`config.mk`:
```
export PLATFORM = sky130hd
export DESIGN_NAME = tsr_recorder
export DESIGN_NICKNAME = d
export VERILOG_FILES = /design/src/tsr_pkg.sv /design/src/tsr_recorder.sv
export VERILOG_INCLUDE_DIRS = /design/src /design/src/src
export SDC_FILE = /design/constraint.sdc
export NUM_CORES = 2
export LEC_CHECK = 0
export BUFFER_PORTS_ARGS = -buffer_cell sky130_fd_sc_hd__buf_4
export CAP_MARGIN = 20
export CORE_MARGIN = 2
export CORE_UTILIZATION = 35
export DETAILED_ROUTE_END_ITERATION = 10
export HOLD_SLACK_MARGIN = 0.05
export PLACE_DENSITY = 0.5
export SLEW_MARGIN = 20
export SYNTH_ARGS = -nofsm -noshare
export SYNTH_HDL_FRONTEND = slang
export SYNTH_SLANG_ARGS = --single-unit
```
`constraint.sdc`:
```
create_clock -name mclk_i -period 36 [get_ports mclk_i]
set_input_delay 0 -clock mclk_i [delete_from_list [all_inputs] [get_ports mclk_i]]
set_output_delay 0 -clock mclk_i [all_outputs]
set_load 0.01 [all_outputs]
```
`src/tsr_regs.svh`:
```
/*
  Register offsets, field positions, reset values and timing figures of the
  triggered sweep recorder. Assumes it is included by bare name.
*/
`ifndef TSR_REGS_SVH
`define TSR_REGS_SVH

`define TSR_OFF_CTRL 8'h00
`define TSR_OFF_PRE 8'h04
`define TSR_OFF_POST 8'h08
`define TSR_OFF_ALLOW 8'h0C
`define TSR_OFF_STATUS 8'h10
`define TSR_OFF_SWEEPS 8'h14
`define TSR_OFF_MISSES 8'h18
`define TSR_OFF_GAPS 8'h1C
`define TSR_OFF_BETWEEN 8'h20

`define TSR_CTRL_RUN 0
`define TSR_CTRL_MODE_LSB 1
`define TSR_CTRL_POL_LSB 3
`define TSR_CTRL_TSEL_LSB 5
`define TSR_CTRL_SSEL_LSB 8

`define TSR_RST_CTRL 32'h0000_03E0
`define TSR_RST_PRE 32'h0000_0010
`define TSR_RST_POST 32'h0000_0010

`define TSR_MIN_SWEEP 10
`define TSR_BTW_ALLOW_US 2500

`endif

```
`src/tsr_pkg.sv`:
```
/*
  Types of the triggered sweep recorder: modes, policies, states and the
  words carried on the register port and the output stream.
  Assumes nothing beyond a SystemVerilog compiler.
*/
package tsr_pkg;

  typedef enum logic [1:0] {
    TSR_MODE_STREAM,
    TSR_MODE_TRIG,
    TSR_MODE_BUF,
    TSR_MODE_BUF_LOW
  } tsr_mode_t;

  typedef enum logic [1:0] {
    TSR_POL_FIRST,
    TSR_POL_EVERY,
    TSR_POL_STOP,
    TSR_POL_RSVD
  } tsr_policy_t;

  typedef enum logic [1:0] {
    TSR_KIND_SAMPLE,
    TSR_KIND_TRIG,
    TSR_KIND_MISS,
    TSR_KIND_GAP
  } tsr_kind_t;

  typedef enum logic [2:0] {
    TSR_ST_IDLE,
    TSR_ST_STREAM,
    TSR_ST_PRE,
    TSR_ST_BTW,
    TSR_ST_POST,
    TSR_ST_DONE
  } tsr_state_t;

  typedef struct packed {
    logic [7:0] addr;
    logic [31:0] wdata;
    logic wr;
    logic rd;
  } tsr_bus_t;

  typedef struct packed {
    tsr_kind_t kind;
    logic [2:0] src;
    logic [31:0] data;
  } tsr_word_t;

endpackage

```
`src/tsr_recorder.sv`:
```
/*
  Recording controller of one acquisition card: streams samples toward the
  drive or captures triggered sweeps into card memory, then drains them.
  Assumes samples, channel triggers and formula triggers arrive on mclk_i;
  the external trigger pin is asynchronous.
*/
// The implementer's own choices: the address map and the plain strobed port.
// Functional notes
// - Stream mode sends every sample from start, no trigger needed.
// - Unbuffered trigger mode keeps only pre and post data around one trigger.
// - Buffered mode captures into trigger memory, then drains as fast as possible.
// - Buffered low-rate mode also streams half-rate data, sharing output bandwidth.
// - In streaming modes card memory is a FIFO toward the drive.
// - A full streaming FIFO suspends recording while draining continues.
// - Resume only once this and all peer FIFOs are empty.
// - Each suspension interval puts a gap marker into the stream.
// - An early trigger is accepted with a shortened pre-trigger segment.
// - Post-trigger policy is first, every or stop trigger.
// - First policy: trigger starts post; later triggers ignored, no between data.
// - Every policy: retrigger restarts post; captured post becomes between data.
// - Stop policy: trigger starts between; stop-trigger starts post.
// - Stop policy ignores misplaced triggers and stop-triggers.
// - First policy sweep needs pre plus post free; else record trigger only.
// - Retrigger extends only if the extra post fits; else sweep ends as is.
// - Stop policy sweep needs pre, between allowance and post free.
// - Stop policy sweep ends when memory fills before the stop-trigger.
// - Triggers from pin, channels, formulas; stop-triggers from pin, formulas.
// - A stored sweep holds at least ten samples and fits memory; stop-policy sweeps get no ten-sample floor here.
`timescale 1ns/100ps
`default_nettype none
`include "tsr_regs.svh"

module tsr_recorder #(
  parameter int DEPTH = 64,
  parameter int SAMPLE_HZ = 2_000_000
) (
  // Clock and reset
  input wire logic mclk_i,
  input wire logic rst_b_i,
  // Register port
  input wire tsr_pkg::tsr_bus_t bus_i,
  output logic [31:0] rd_data_o,
  // Sample input
  input wire logic smp_valid_i,
  input wire logic [31:0] smp_data_i,
  // Trigger sources
  input wire logic ext_trig_i,
  input wire logic chan_trig_i,
  input wire logic formula_trig_i,
  input wire logic formula_stop_i,
  // Peer cards
  input wire logic peers_empty_i,
  // Output stream toward the drive
  output logic out_valid_o,
  output tsr_pkg::tsr_word_t out_word_o,
  input wire logic out_ready_i,
  output logic suspended_o
);
  import tsr_pkg::*;

  localparam int AW = $clog2(DEPTH);
  localparam logic [31:0] ALLOW_SMP = 32'(`TSR_BTW_ALLOW_US * (SAMPLE_HZ / 1000) / 1000);
  localparam logic [31:0] MIN_SWEEP = 32'(`TSR_MIN_SWEEP);
  localparam logic [31:0] DEPTH_W = 32'(DEPTH);

  if (DEPTH < 16 || (DEPTH & (DEPTH - 1)) != 0) begin : g_chk
    $error("DEPTH must be a power of two of at least 16");
  end

  function automatic logic hit(input logic [7:0] a, input logic [7:0] off);
    return a == off;
  endfunction

  logic rst_meta, rst_n;
  always_ff @(posedge mclk_i or negedge rst_b_i) begin
    if (!rst_b_i) begin
      rst_meta <= 1'b0;
      rst_n <= 1'b0;
    end else begin
      rst_meta <= 1'b1;
      rst_n <= rst_meta;
    end
  end

  logic ext_m, ext_s, ext_d;
  always_ff @(posedge mclk_i or negedge rst_n) begin
    if (!rst_n) begin
      ext_m <= 1'b0;
      ext_s <= 1'b0;
      ext_d <= 1'b0;
    end else begin
      ext_m <= ext_trig_i;
      ext_s <= ext_m;
      ext_d <= ext_s;
    end
  end

  logic [31:0] ctrl, pre_len, post_len, allow_len;
  logic [31:0] sweeps, misses, gaps, last_btw, tstamp;
  tsr_state_t state;
  logic run_q, susp, gap_pend, rec_v, lr_v, lr_tgl;
  tsr_word_t rec_w;
  logic [31:0] lr_w;
  logic [31:0] mem [DEPTH];
  logic [AW:0] wp, rp, base;
  logic [31:0] post_left, post_eff_q, btw_cnt;

  wire run = ctrl[`TSR_CTRL_RUN];
  wire tsr_mode_t mode = tsr_mode_t'(ctrl[`TSR_CTRL_MODE_LSB +: 2]);
  wire tsr_policy_t pol = tsr_policy_t'(ctrl[`TSR_CTRL_POL_LSB +: 2]);
  wire [2:0] tsel = ctrl[`TSR_CTRL_TSEL_LSB +: 3];
  wire [1:0] ssel = ctrl[`TSR_CTRL_SSEL_LSB +: 2];
  wire start = run & ~run_q;
  wire ext_rise = ext_s & ~ext_d;

  wire [2:0] src = {formula_trig_i, chan_trig_i, ext_rise} & tsel;
  wire trig = |src;
  wire stop = |({formula_stop_i, ext_rise} & ssel);
  wire streaming = (mode == TSR_MODE_STREAM) || (mode == TSR_MODE_TRIG);

  wire [AW:0] used = wp - rp;
  wire full = used == (AW + 1)'(DEPTH);
  wire [31:0] pre_cnt = 32'(wp - base);
  wire [31:0] free_b = DEPTH_W - 32'(base - rp);
  wire [31:0] free_w = DEPTH_W - 32'(used);
  wire [AW:0] lim = (state == TSR_ST_PRE) ? base : wp;

  logic capture, we, pre_slide;
  always_comb begin
    capture = 1'b0;
    unique case (state)
      TSR_ST_STREAM, TSR_ST_BTW, TSR_ST_POST: capture = 1'b1;
      TSR_ST_PRE: capture = pre_len != 32'h0000_0000;
      TSR_ST_IDLE, TSR_ST_DONE: capture = 1'b0;
    endcase
    we = smp_valid_i & run_q & ~susp & ~full & capture;
    // History is trimmed only once earlier sweeps have drained, so a dropped
    // pre-trigger sample never reaches the stream.
    pre_slide = (state == TSR_ST_PRE) & (rp == base) & ((pre_cnt + 32'(we)) > pre_len);
  end
  wire [AW:0] wp_nx = wp + (AW + 1)'(we);

  // Post length grows when the pre-trigger segment plus post_len is short of a whole sweep.
  wire [31:0] post_eff = (pre_cnt + post_len < MIN_SWEEP) ? MIN_SWEEP - pre_cnt
                                                          : post_len;
  wire fits_first = pre_cnt + post_eff <= free_b;
  wire fits_stop = pre_cnt + ALLOW_SMP + post_len <= free_b;
  wire [31:0] post_done = post_eff_q - post_left;
  wire fits_extra = post_done <= free_w;

  logic take_gap, take_rec, take_lr, take_mem, out_load;
  always_comb begin
    out_load = ~out_valid_o | out_ready_i;
    take_gap = out_load & gap_pend;
    take_rec = out_load & ~gap_pend & rec_v;
    take_lr = out_load & ~gap_pend & ~rec_v & lr_v;
    take_mem = out_load & ~gap_pend & ~rec_v & ~lr_v & (rp != lim);
  end

  always_ff @(posedge mclk_i or negedge rst_n) begin
    if (!rst_n) begin
      ctrl <= `TSR_RST_CTRL;
      pre_len <= `TSR_RST_PRE;
      post_len <= `TSR_RST_POST;
      allow_len <= 32'h0000_0000;
    end else if (bus_i.wr) begin
      if (hit(bus_i.addr, `TSR_OFF_CTRL)) ctrl <= bus_i.wdata;
      if (hit(bus_i.addr, `TSR_OFF_PRE)) pre_len <= bus_i.wdata;
      if (hit(bus_i.addr, `TSR_OFF_POST)) post_len <= bus_i.wdata;
    end else begin
      allow_len <= ALLOW_SMP;
    end
  end

  always_ff @(posedge mclk_i or negedge rst_n) begin
    if (!rst_n) begin
      rd_data_o <= 32'h0000_0000;
    end else if (bus_i.rd) begin
      unique case (bus_i.addr)
        `TSR_OFF_CTRL: rd_data_o <= ctrl;
        `TSR_OFF_PRE: rd_data_o <= pre_len;
        `TSR_OFF_POST: rd_data_o <= post_len;
        `TSR_OFF_ALLOW: rd_data_o <= allow_len;
        `TSR_OFF_STATUS: rd_data_o <= {8'h00, 3'(state), susp, full, 3'h0, 16'(used)};
        `TSR_OFF_SWEEPS: rd_data_o <= sweeps;
        `TSR_OFF_MISSES: rd_data_o <= misses;
        `TSR_OFF_GAPS: rd_data_o <= gaps;
        `TSR_OFF_BETWEEN: rd_data_o <= last_btw;
        default: rd_data_o <= 32'h0000_0000;
      endcase
    end else begin
      rd_data_o <= 32'h0000_0000;
    end
  end

  always_ff @(posedge mclk_i or negedge rst_n) begin
    if (!rst_n) begin
      tstamp <= 32'h0000_0000;
      run_q <= 1'b0;
    end else begin
      tstamp <= tstamp + 32'h0000_0001;
      run_q <= run;
    end
  end

  always_ff @(posedge mclk_i) begin
    if (we) begin
      mem[wp[AW-1:0]] <= smp_data_i;
    end
  end

  always_ff @(posedge mclk_i or negedge rst_n) begin
    if (!rst_n) begin
      wp <= '0;
    end else if (start) begin
      wp <= '0;
    end else begin
      wp <= wp_nx;
    end
  end

  // Sweep engine: segment states, admission checks and sweep bookkeeping.
  logic end_sw;
  always_comb begin
    end_sw = 1'b0;
    if (state == TSR_ST_POST && we && post_left == 32'h0000_0001) begin
      end_sw = 1'b1;
    end
    if (state == TSR_ST_BTW && full && !streaming) begin
      end_sw = 1'b1;
    end
  end

  always_ff @(posedge mclk_i or negedge rst_n) begin
    if (!rst_n) begin
      state <= TSR_ST_IDLE;
      base <= '0;
      post_left <= 32'h0000_0000;
      post_eff_q <= 32'h0000_0000;
      btw_cnt <= 32'h0000_0000;
      last_btw <= 32'h0000_0000;
      sweeps <= 32'h0000_0000;
      misses <= 32'h0000_0000;
      rec_v <= 1'b0;
      rec_w <= '0;
    end else begin
      if (take_rec) begin
        rec_v <= 1'b0;
      end
      if (!run) begin
        state <= TSR_ST_IDLE;
      end else if (start) begin
        base <= '0;
        sweeps <= 32'h0000_0000;
        misses <= 32'h0000_0000;
        state <= (mode == TSR_MODE_STREAM) ? TSR_ST_STREAM : TSR_ST_PRE;
      end else begin
        unique case (state)
          TSR_ST_IDLE, TSR_ST_STREAM, TSR_ST_DONE: begin
          end
          TSR_ST_PRE: begin
            if (pre_slide) begin
              base <= base + (AW + 1)'(1);
            end
            if (trig) begin
              rec_v <= 1'b1;
              rec_w.src <= src;
              rec_w.data <= tstamp;
              if (pol == TSR_POL_STOP && (fits_stop || streaming)) begin
                state <= TSR_ST_BTW;
                btw_cnt <= 32'h0000_0000;
                rec_w.kind <= TSR_KIND_TRIG;
                base <= wp_nx;
              end else if (pol != TSR_POL_STOP && (fits_first || streaming)) begin
                // The pre-trigger segment is whatever has been gathered so far.
                state <= (post_eff == 32'h0000_0000) ? TSR_ST_PRE : TSR_ST_POST;
                post_left <= post_eff;
                post_eff_q <= post_eff;
                btw_cnt <= 32'h0000_0000;
                rec_w.kind <= TSR_KIND_TRIG;
                base <= wp_nx;
                sweeps <= sweeps + 32'h0000_0001;
              end else begin
                rec_w.kind <= TSR_KIND_MISS;
                misses <= misses + 32'h0000_0001;
              end
            end
          end
          TSR_ST_BTW: begin
            if (we) begin
              btw_cnt <= btw_cnt + 32'h0000_0001;
            end
            if (end_sw) begin
              state <= TSR_ST_PRE;
              base <= wp_nx;
              last_btw <= btw_cnt;
              sweeps <= sweeps + 32'h0000_0001;
            end else if (stop) begin
              // Triggers are not looked at here at all.
              state <= (post_len == 32'h0000_0000) ? TSR_ST_PRE : TSR_ST_POST;
              base <= wp_nx;
              post_left <= post_len;
              post_eff_q <= post_len;
              last_btw <= btw_cnt;
              sweeps <= sweeps + 32'h0000_0001;
            end
          end
          TSR_ST_POST: begin
            base <= wp_nx;
            if (trig && pol == TSR_POL_EVERY && (fits_extra || streaming)) begin
              btw_cnt <= btw_cnt + post_done;
              post_left <= post_eff_q;
            end else if (end_sw) begin
              state <= (mode == TSR_MODE_TRIG) ? TSR_ST_DONE : TSR_ST_PRE;
              last_btw <= btw_cnt;
            end else if (we) begin
              post_left <= post_left - 32'h0000_0001;
            end
          end
        endcase
      end
    end
  end

  // Suspension applies only while memory acts as the streaming FIFO.
  always_ff @(posedge mclk_i or negedge rst_n) begin
    if (!rst_n) begin
      susp <= 1'b0;
      gap_pend <= 1'b0;
      gaps <= 32'h0000_0000;
    end else begin
      if (start) begin
        susp <= 1'b0;
        gaps <= 32'h0000_0000;
      end else if (streaming && full && run_q) begin
        susp <= 1'b1;
      end else if (susp && used == '0 && peers_empty_i) begin
        susp <= 1'b0;
        gaps <= gaps + 32'h0000_0001;
      end
      if (susp && used == '0 && peers_empty_i && !start) begin
        gap_pend <= 1'b1;
      end else if (take_gap) begin
        gap_pend <= 1'b0;
      end
    end
  end

  // The low-rate path holds one half-rate sample; a newer one is lost while it waits.
  always_ff @(posedge mclk_i or negedge rst_n) begin
    if (!rst_n) begin
      lr_tgl <= 1'b0;
      lr_v <= 1'b0;
      lr_w <= 32'h0000_0000;
    end else begin
      if (smp_valid_i && run_q && mode == TSR_MODE_BUF_LOW) begin
        lr_tgl <= ~lr_tgl;
      end
      if (smp_valid_i && run_q && mode == TSR_MODE_BUF_LOW && lr_tgl && !lr_v) begin
        lr_v <= 1'b1;
        lr_w <= smp_data_i;
      end else if (take_lr) begin
        lr_v <= 1'b0;
      end
    end
  end

  always_ff @(posedge mclk_i or negedge rst_n) begin
    if (!rst_n) begin
      rp <= '0;
      out_valid_o <= 1'b0;
      out_word_o <= '0;
    end else begin
      if (start) begin
        rp <= '0;
      end else if (take_mem || pre_slide) begin
        rp <= rp + (AW + 1)'(1);
      end
      if (out_load) begin
        out_valid_o <= take_gap | take_rec | take_lr | take_mem;
        if (take_gap) begin
          out_word_o <= '{kind: TSR_KIND_GAP, src: 3'h0, data: gaps};
        end else if (take_rec) begin
          out_word_o <= rec_w;
        end else if (take_lr) begin
          out_word_o <= '{kind: TSR_KIND_SAMPLE, src: 3'h0, data: lr_w};
        end else begin
          out_word_o <= '{kind: TSR_KIND_SAMPLE, src: 3'h0, data: mem[rp[AW-1:0]]};
        end
      end
    end
  end

  always_ff @(posedge mclk_i or negedge rst_n) begin
    if (!rst_n) begin
      suspended_o <= 1'b0;
    end else begin
      suspended_o <= susp;
    end
  end

endmodule
`default_nettype wire

```
Word-level counts from Yosys, hierarchy flattened --
Memory sizes are Yosys's and may differ from the RTL's. Index checks and enable logic that the tools add are counted.
Storage, ports and cells: flip-flop bits (word level) 528, RAM bits 2048, output and inout port bits 71, logic and storage cells 292, memories kept 1
Operators by class: add/subtract/negate cells 22, order comparisons 5, equal/unequal tests 48, multiplexer cells 87, bitwise logic cells 31, reductions and logical operators 61
Memory list:
- mem | depth 64, bits a word 32, rd ports 1, clocked after Yosys merged registers in 0, write ports 1, line tsr_recorder.sv:104 | logic [31:0] mem [DEPTH];
Operator list (count):
- $mux 32 | 34
- $pmux 32 s9 | 1
- $pmux 32 s2 | 3
- $pmux 32 s3 | 2
- $add 32x1->32 const B | 5
- $add 32x32->32 | 4
- $le 32x32->1 | 3
- $mux 7 | 11
- $mux 37 | 2
- $logic_not 32->1 | 2
- $mux 3 | 12
- $eq 32x1->1 const B | 1
- $eq 8x5->1 const B | 4
- $gt 32x32->1 | 1
- $lt 32x4->1 const B | 1
- $reduce_bool 32->1 | 1
- $sub 32x1->32 const B | 1
- $sub 32x32->32 | 1
- $ne 2x2->1 const B | 11
- $pmux 7 s3 | 1
- $reduce_and 6->1 | 3
- $logic_and 1x1->1 | 17
- $eq 8x4->1 const B | 2
- $mux 1 | 16
- other kinds (53) | 115

Longest topological paths before layout --
depth after elaboration 14, depth in mapped cells 52

Least setup slack after synthesis --
OpenSTA, ideal clock, no wires.
path kind register to register, start reg base[1], end reg misses[26], library setup time 78 ps, arrival time 11440 ps, required time 35922 ps, path slack 24482 ps, stages on the path, launching flop included 48, buffers on the path 7, path through dfrtp_1 > inv_1 > ha_1 > nor2b_1 > o21ai_0 > a21oi_1 > o31ai_4 > clkbuf_1 > ha_1 > buf_4 > and3_4 > and4b_1 > a311o_1 > nor4_1 > o2111ai_1 > nor4_1 > nand4_1 > nor4_2 > (+12 left out) > a21oi_1 > nor3b_1 > a21oi_1 > a41oi_1 > o21ai_0 > a2111oi_0 > nor3b_1 > ha_1 > nand4_1 > or2_2 > o31ai_1 > nor2_1 > o22ai_1 > o211a_1 > clkbuf_1 > o2111ai_1 > or3_1 > a21oi_1
Between the ends: word-level cells in the longest chain between the ends 10
Ends and longest elaborated chain:
- from (decl) | line tsr_recorder.sv:105 | logic [AW:0] wp, rp, base;
- from (signal assigned) | line tsr_recorder.sv:263 | base <= base + (AW + 1)'(1);
- from (signal assigned) | line tsr_recorder.sv:273 | base <= wp_nx;
- from (signal assigned) | line tsr_recorder.sv:281 | base <= wp_nx;
- $sub 7x7->8 | line tsr_recorder.sv:123 | wire [31:0] pre_cnt = 32'(wp - base);
- $add 32x32->32 | line tsr_recorder.sv:144 | wire [31:0] post_eff = (pre_cnt + post_len < MIN_SWEEP) ? MIN_SWEEP - pre_cnt
- $lt 32x4->1 | line tsr_recorder.sv:144
- $mux 32 | line tsr_recorder.sv:144
- $add 32x32->32 | line tsr_recorder.sv:146 | wire fits_first = pre_cnt + post_eff <= free_b;
- $le 32x32->1 | line tsr_recorder.sv:146
- $logic_or 1x1->1 | line tsr_recorder.sv:274 | end else if (pol != TSR_POL_STOP && (fits_first || streaming)) begin
- $logic_and 1x1->1 | line tsr_recorder.sv:274
- $ne 2x2->1 (no line)
- $reduce_and 5->1 (no line) (*)
- to (signal assigned) | line tsr_recorder.sv:285 | misses <= misses + 32'h0000_0001;
- to (decl) | line tsr_recorder.sv:99 | logic [31:0] sweeps, misses, gaps, last_btw, tstamp;
Mark *: on every way between the ends. The rest lies on a longest branch, timed or not. A chain may end at the register's enable or synchronous reset.

Final worst setup path --
start reg wp[1], end reg post_left[19]
Between the ends: word-level cells in the longest chain between the ends 11
Ends and longest elaborated chain:
- from (decl) | line tsr_recorder.sv:105
- from (signal assigned) | line tsr_recorder.sv:218 | wp <= wp_nx;
- branches (longest 11 deep; another with $add 32x32->32)
- to (signal assigned) | line tsr_recorder.sv:277 | post_left <= post_eff;
- to (signal assigned) | line tsr_recorder.sv:302 | post_left <= post_len;
- to (signal assigned) | line tsr_recorder.sv:312 | post_left <= post_eff_q;
- to (decl) | line tsr_recorder.sv:106 | logic [31:0] post_left, post_eff_q, btw_cnt;
Parallel ways; which one is timed is not known. The select of a mux whose other input is x is not followed.

==> impl_results.md <==
* Crit path required time at between 30 and 40 ns
* Nets at around 7900
* Via/cell ratio at 5.604
* Cts bufs inserted at between 200 and 300
* Routed wl met3 at between 15000 and 20000 µm
* Status: completed
* Critical R2R Launch: wp[1]$_DFF_PN0_
* Uppermost routed layer: met5
* CORE AREA at approximately 0.33 mm²
* Critical path startpoint category: flip-flop
* P_leak at 0.04710 µW
* Yosys top cell area share at roughly 53%
* Hold Crit Start: bus_i[5]
* Initial drt markers at approximately 6600
* Slowest Stage Delay on Critical Path at just over 0.7 ns
* Initial antenna violation count at 25
* Final critical-path share of the clock period at between 30% and 40%
* Fin crit period at ~14 ns
* Grt total ovfl at 0
* CP Class: flip-flop to flip-flop
* Critical Path Fanout Max at 27
* Max IR drop VDD at around 56 µV
* Final wirelength at between 300000 and 400000 µm
* Vias in the first global route at around 68000
* Largest net degree at the start of global routing at 176
* IO Port Bufs at 153
* Post-route insts no fill at 12110
* Footprint of the multi-input gates at between 0.03 and 0.04 mm²
* Hold Path Stages at 3
* Worst-Skew Late Latency at around 0.9 ns
* Storage cell area at between 0.07 and 0.08 mm²
* Global-route usage over all layers at a little over a fifth
* WL/cell at between 20 and 30 µm
* Max-cap viol count at 0
* H-tree depth at 5
* Final ANT Viol Nets at 0
* Hold crit path type: input pin to flip-flop
* First-pass iteration count of the detailed router at 6
* First-pass GRT wire length at 504500 µm
* Slew Limit Headroom at between 20% and 30%
* Stages on the worst setup path at between 40 and 50
* Reg2reg path depth at between 40 and 50
* FF+latch count, synth at around 2600
* Synthesized Nets at roughly 7600
* WP data arrival at ~14 ns
* Layout Utilization at 40.52%
* Met2 WL at about 170000 µm
* Most frequent cell after synthesis: edfxtp_1
* Clock skew at roughly 0.08 ns
* Fin. max-slew vios at 0
* Highest-delay cell along the critical path: dfrtp_1
* Post-Syn Area per Cell at between 15 and 20 µm²
* Inst Count DP at between 10000 and 15000
* Root buffer cell: clkbuf_16
* Die ar. at about 0.33 mm²
* Buffer and inverter count on the worst path at 6
* Met1 wire length at 150300 µm
* CP top delay family: compound AO/OA/AOI/OAI gates
* Worst Setup End Kind: flip-flop
* Worst Setup SP: wp[1]$_DFF_PN0_
* Post-synth cell types at around 110
* Die Width at 578 µm
* Biggest area consumer among synthesized cells: edfxtp_1
* Routability cong. at 0.8776
* PD cells at about 64 mW/mm²
* Synth Cell Area at roughly 0.12 mm²
* Layout cell share with drive strength beyond 1 at roughly 22%
* FP Rows at 210
* TritonCTS clock tree: built
* Tightest Pin Transition at 1.192 ns
* RSZ-0062 raised after global routing: no
* CTS max path bufs at 4
* DP HPWL at approximately 220000 µm
* Fillers at 29670
* Area delta synth->final at 15.14%
* Synth warnings at 0
* Vias at about 68000
* Seq/Total Area, Yosys at between 60% and 70%
* Final setup fails at 0
* TNS Setup at 0 ns
* Total clock sinks at 2576
* Synth top cells by count: edfxtp_1, mux4_2, dfrtp_1
* Postcts setup bufs at 0
* Fmax at ~74 MHz
* Final hold violations at 0
* Number of synthesized flops with an enable pin at a little over 2000
* Synth area leaders: edfxtp_1, mux4_2, dfrtp_1, ha_1, mux2_2
* Cells after synthesis at slightly above 7000
* Post-synth ARST share at 20.50%
* Clock slew at reported path FFs at 0.06 ns
* Io pins at around 150
* Initial core utilization at 35.19%
* Total power at ~8600 µW
* Drt drc at 0
* DIE HEIGHT at 578 µm
* Most used DFF post-synth: edfxtp_1
==> cells in the final DEF, fill, tap and decap left out, types with 137 or more instances in the layout <==
cell       Yosys  routed
edfxtp_1    2048    2048
mux4_2       672     672
dfrtp_1      521     515
nand2_1      430     427
buf_4          6     337
nor2_1       380     306
ha_1         298     298
clkbuf_16      0     294
a21oi_1      246     246
inv_1        192     192
xnor2_1      186     186
o21ai_0      181     181
mux2_2       164     164
nand3_1      139     137
==> worst min-delay path, cell delays in order <==
cell and delay [ns]:
dlygate4sd3_1 0.53, buf_4 0.19, mux2_2 0.17
==> cell families after synthesis <==
logic type | after synthesis | share of synthesized area (%)
DFF | 2576 | 64.80
and+or+nand+nor | 1449 | 6.017
AOI/OAI and AO/OA | 1097 | 6.468
muxes | 899 | 15.27
buffers and inverters | 567 | 1.924
adders and majority gates | 305 | 3.355
xor gates and xnor gates | 285 | 2.165
other | 1 | 0.003252
==> layer usage <==
layer  vias to the layer above  global-route usage [%]
met5                         -                       0
li1                      29230                       -
met4                         2                   6.822
met1                     36010                   28.21
met3                       550                   2.612
met2                      2074                   34.84
==> state kept, by name (all words and copies together) (netlist names), 3 cells and up <==
name,flops
base,7
btw_cnt,32
ctrl,32
gaps,32
last_btw,32
lr_w,32
mem,2048
misses,32
out_word_o,37
post_eff_q,32
post_left,32
post_len,32
pre_len,32
rd_data_o,32
rec_w,37
rp,7
state,3
sweeps,32
tstamp,32
wp,7
==> final cells by class <==
type / instances / share of cell area, %
multi-input combinational: 4036 / 29.35
clock buffer: 370 / 5.854
timing repair buffer: 456 / 2.869
inverter: 195 / 0.5569
sequential: 2576 / 56.29
tap: 4346 / 4.095
clock inverter: 126 / 0.9800
antenna: 5 / 0.009423
==> power by group <==
group | internal (µW) | total [µW] | switching, µW
clock | 1680 | 2880 | 1200
sequential | 3250 | 3330 | 74.6
combinational | 1050 | 2360 | 1310
==> per-stage QoR <==
step | hold slack, ns | cell area, µm² | worst slack (ns)
detailed placement | -0.2162 | 122600 | 22.62
global placement | -0.2156 | 122500 | 22.75
finish | 0.1106 | 132800 | 22.46
floorplan | -0.2956 | 115300 | 20.21
CTS | 0.05614 | 132700 | 22.55
global route | 0.09187 | 132800 | 21.56
==> timing repair <==
item	in CTS	in global routing
hold buffers	110	0
hold endpoints to repair	2252	0
resized for setup	0	0
==> worst paths after layout <==
path	endpoint	slack (ns)
worst max register to register	post_left[19]$_DFFE_PN0P_	22.46
worst max-delay path	post_left[19]$_DFFE_PN0P_	22.46
min in group asynchronous	ext_m$_DFF_PN0_	0.42
worst min register to register	ext_s$_DFF_PN0_	0.35
worst min-delay path	pre_len[3]$_DFFE_PN0P_	0.11
max in group asynchronous	gap_pend$_DFFE_PN0P_	33.07
Power figures use the tool's default switching activity.
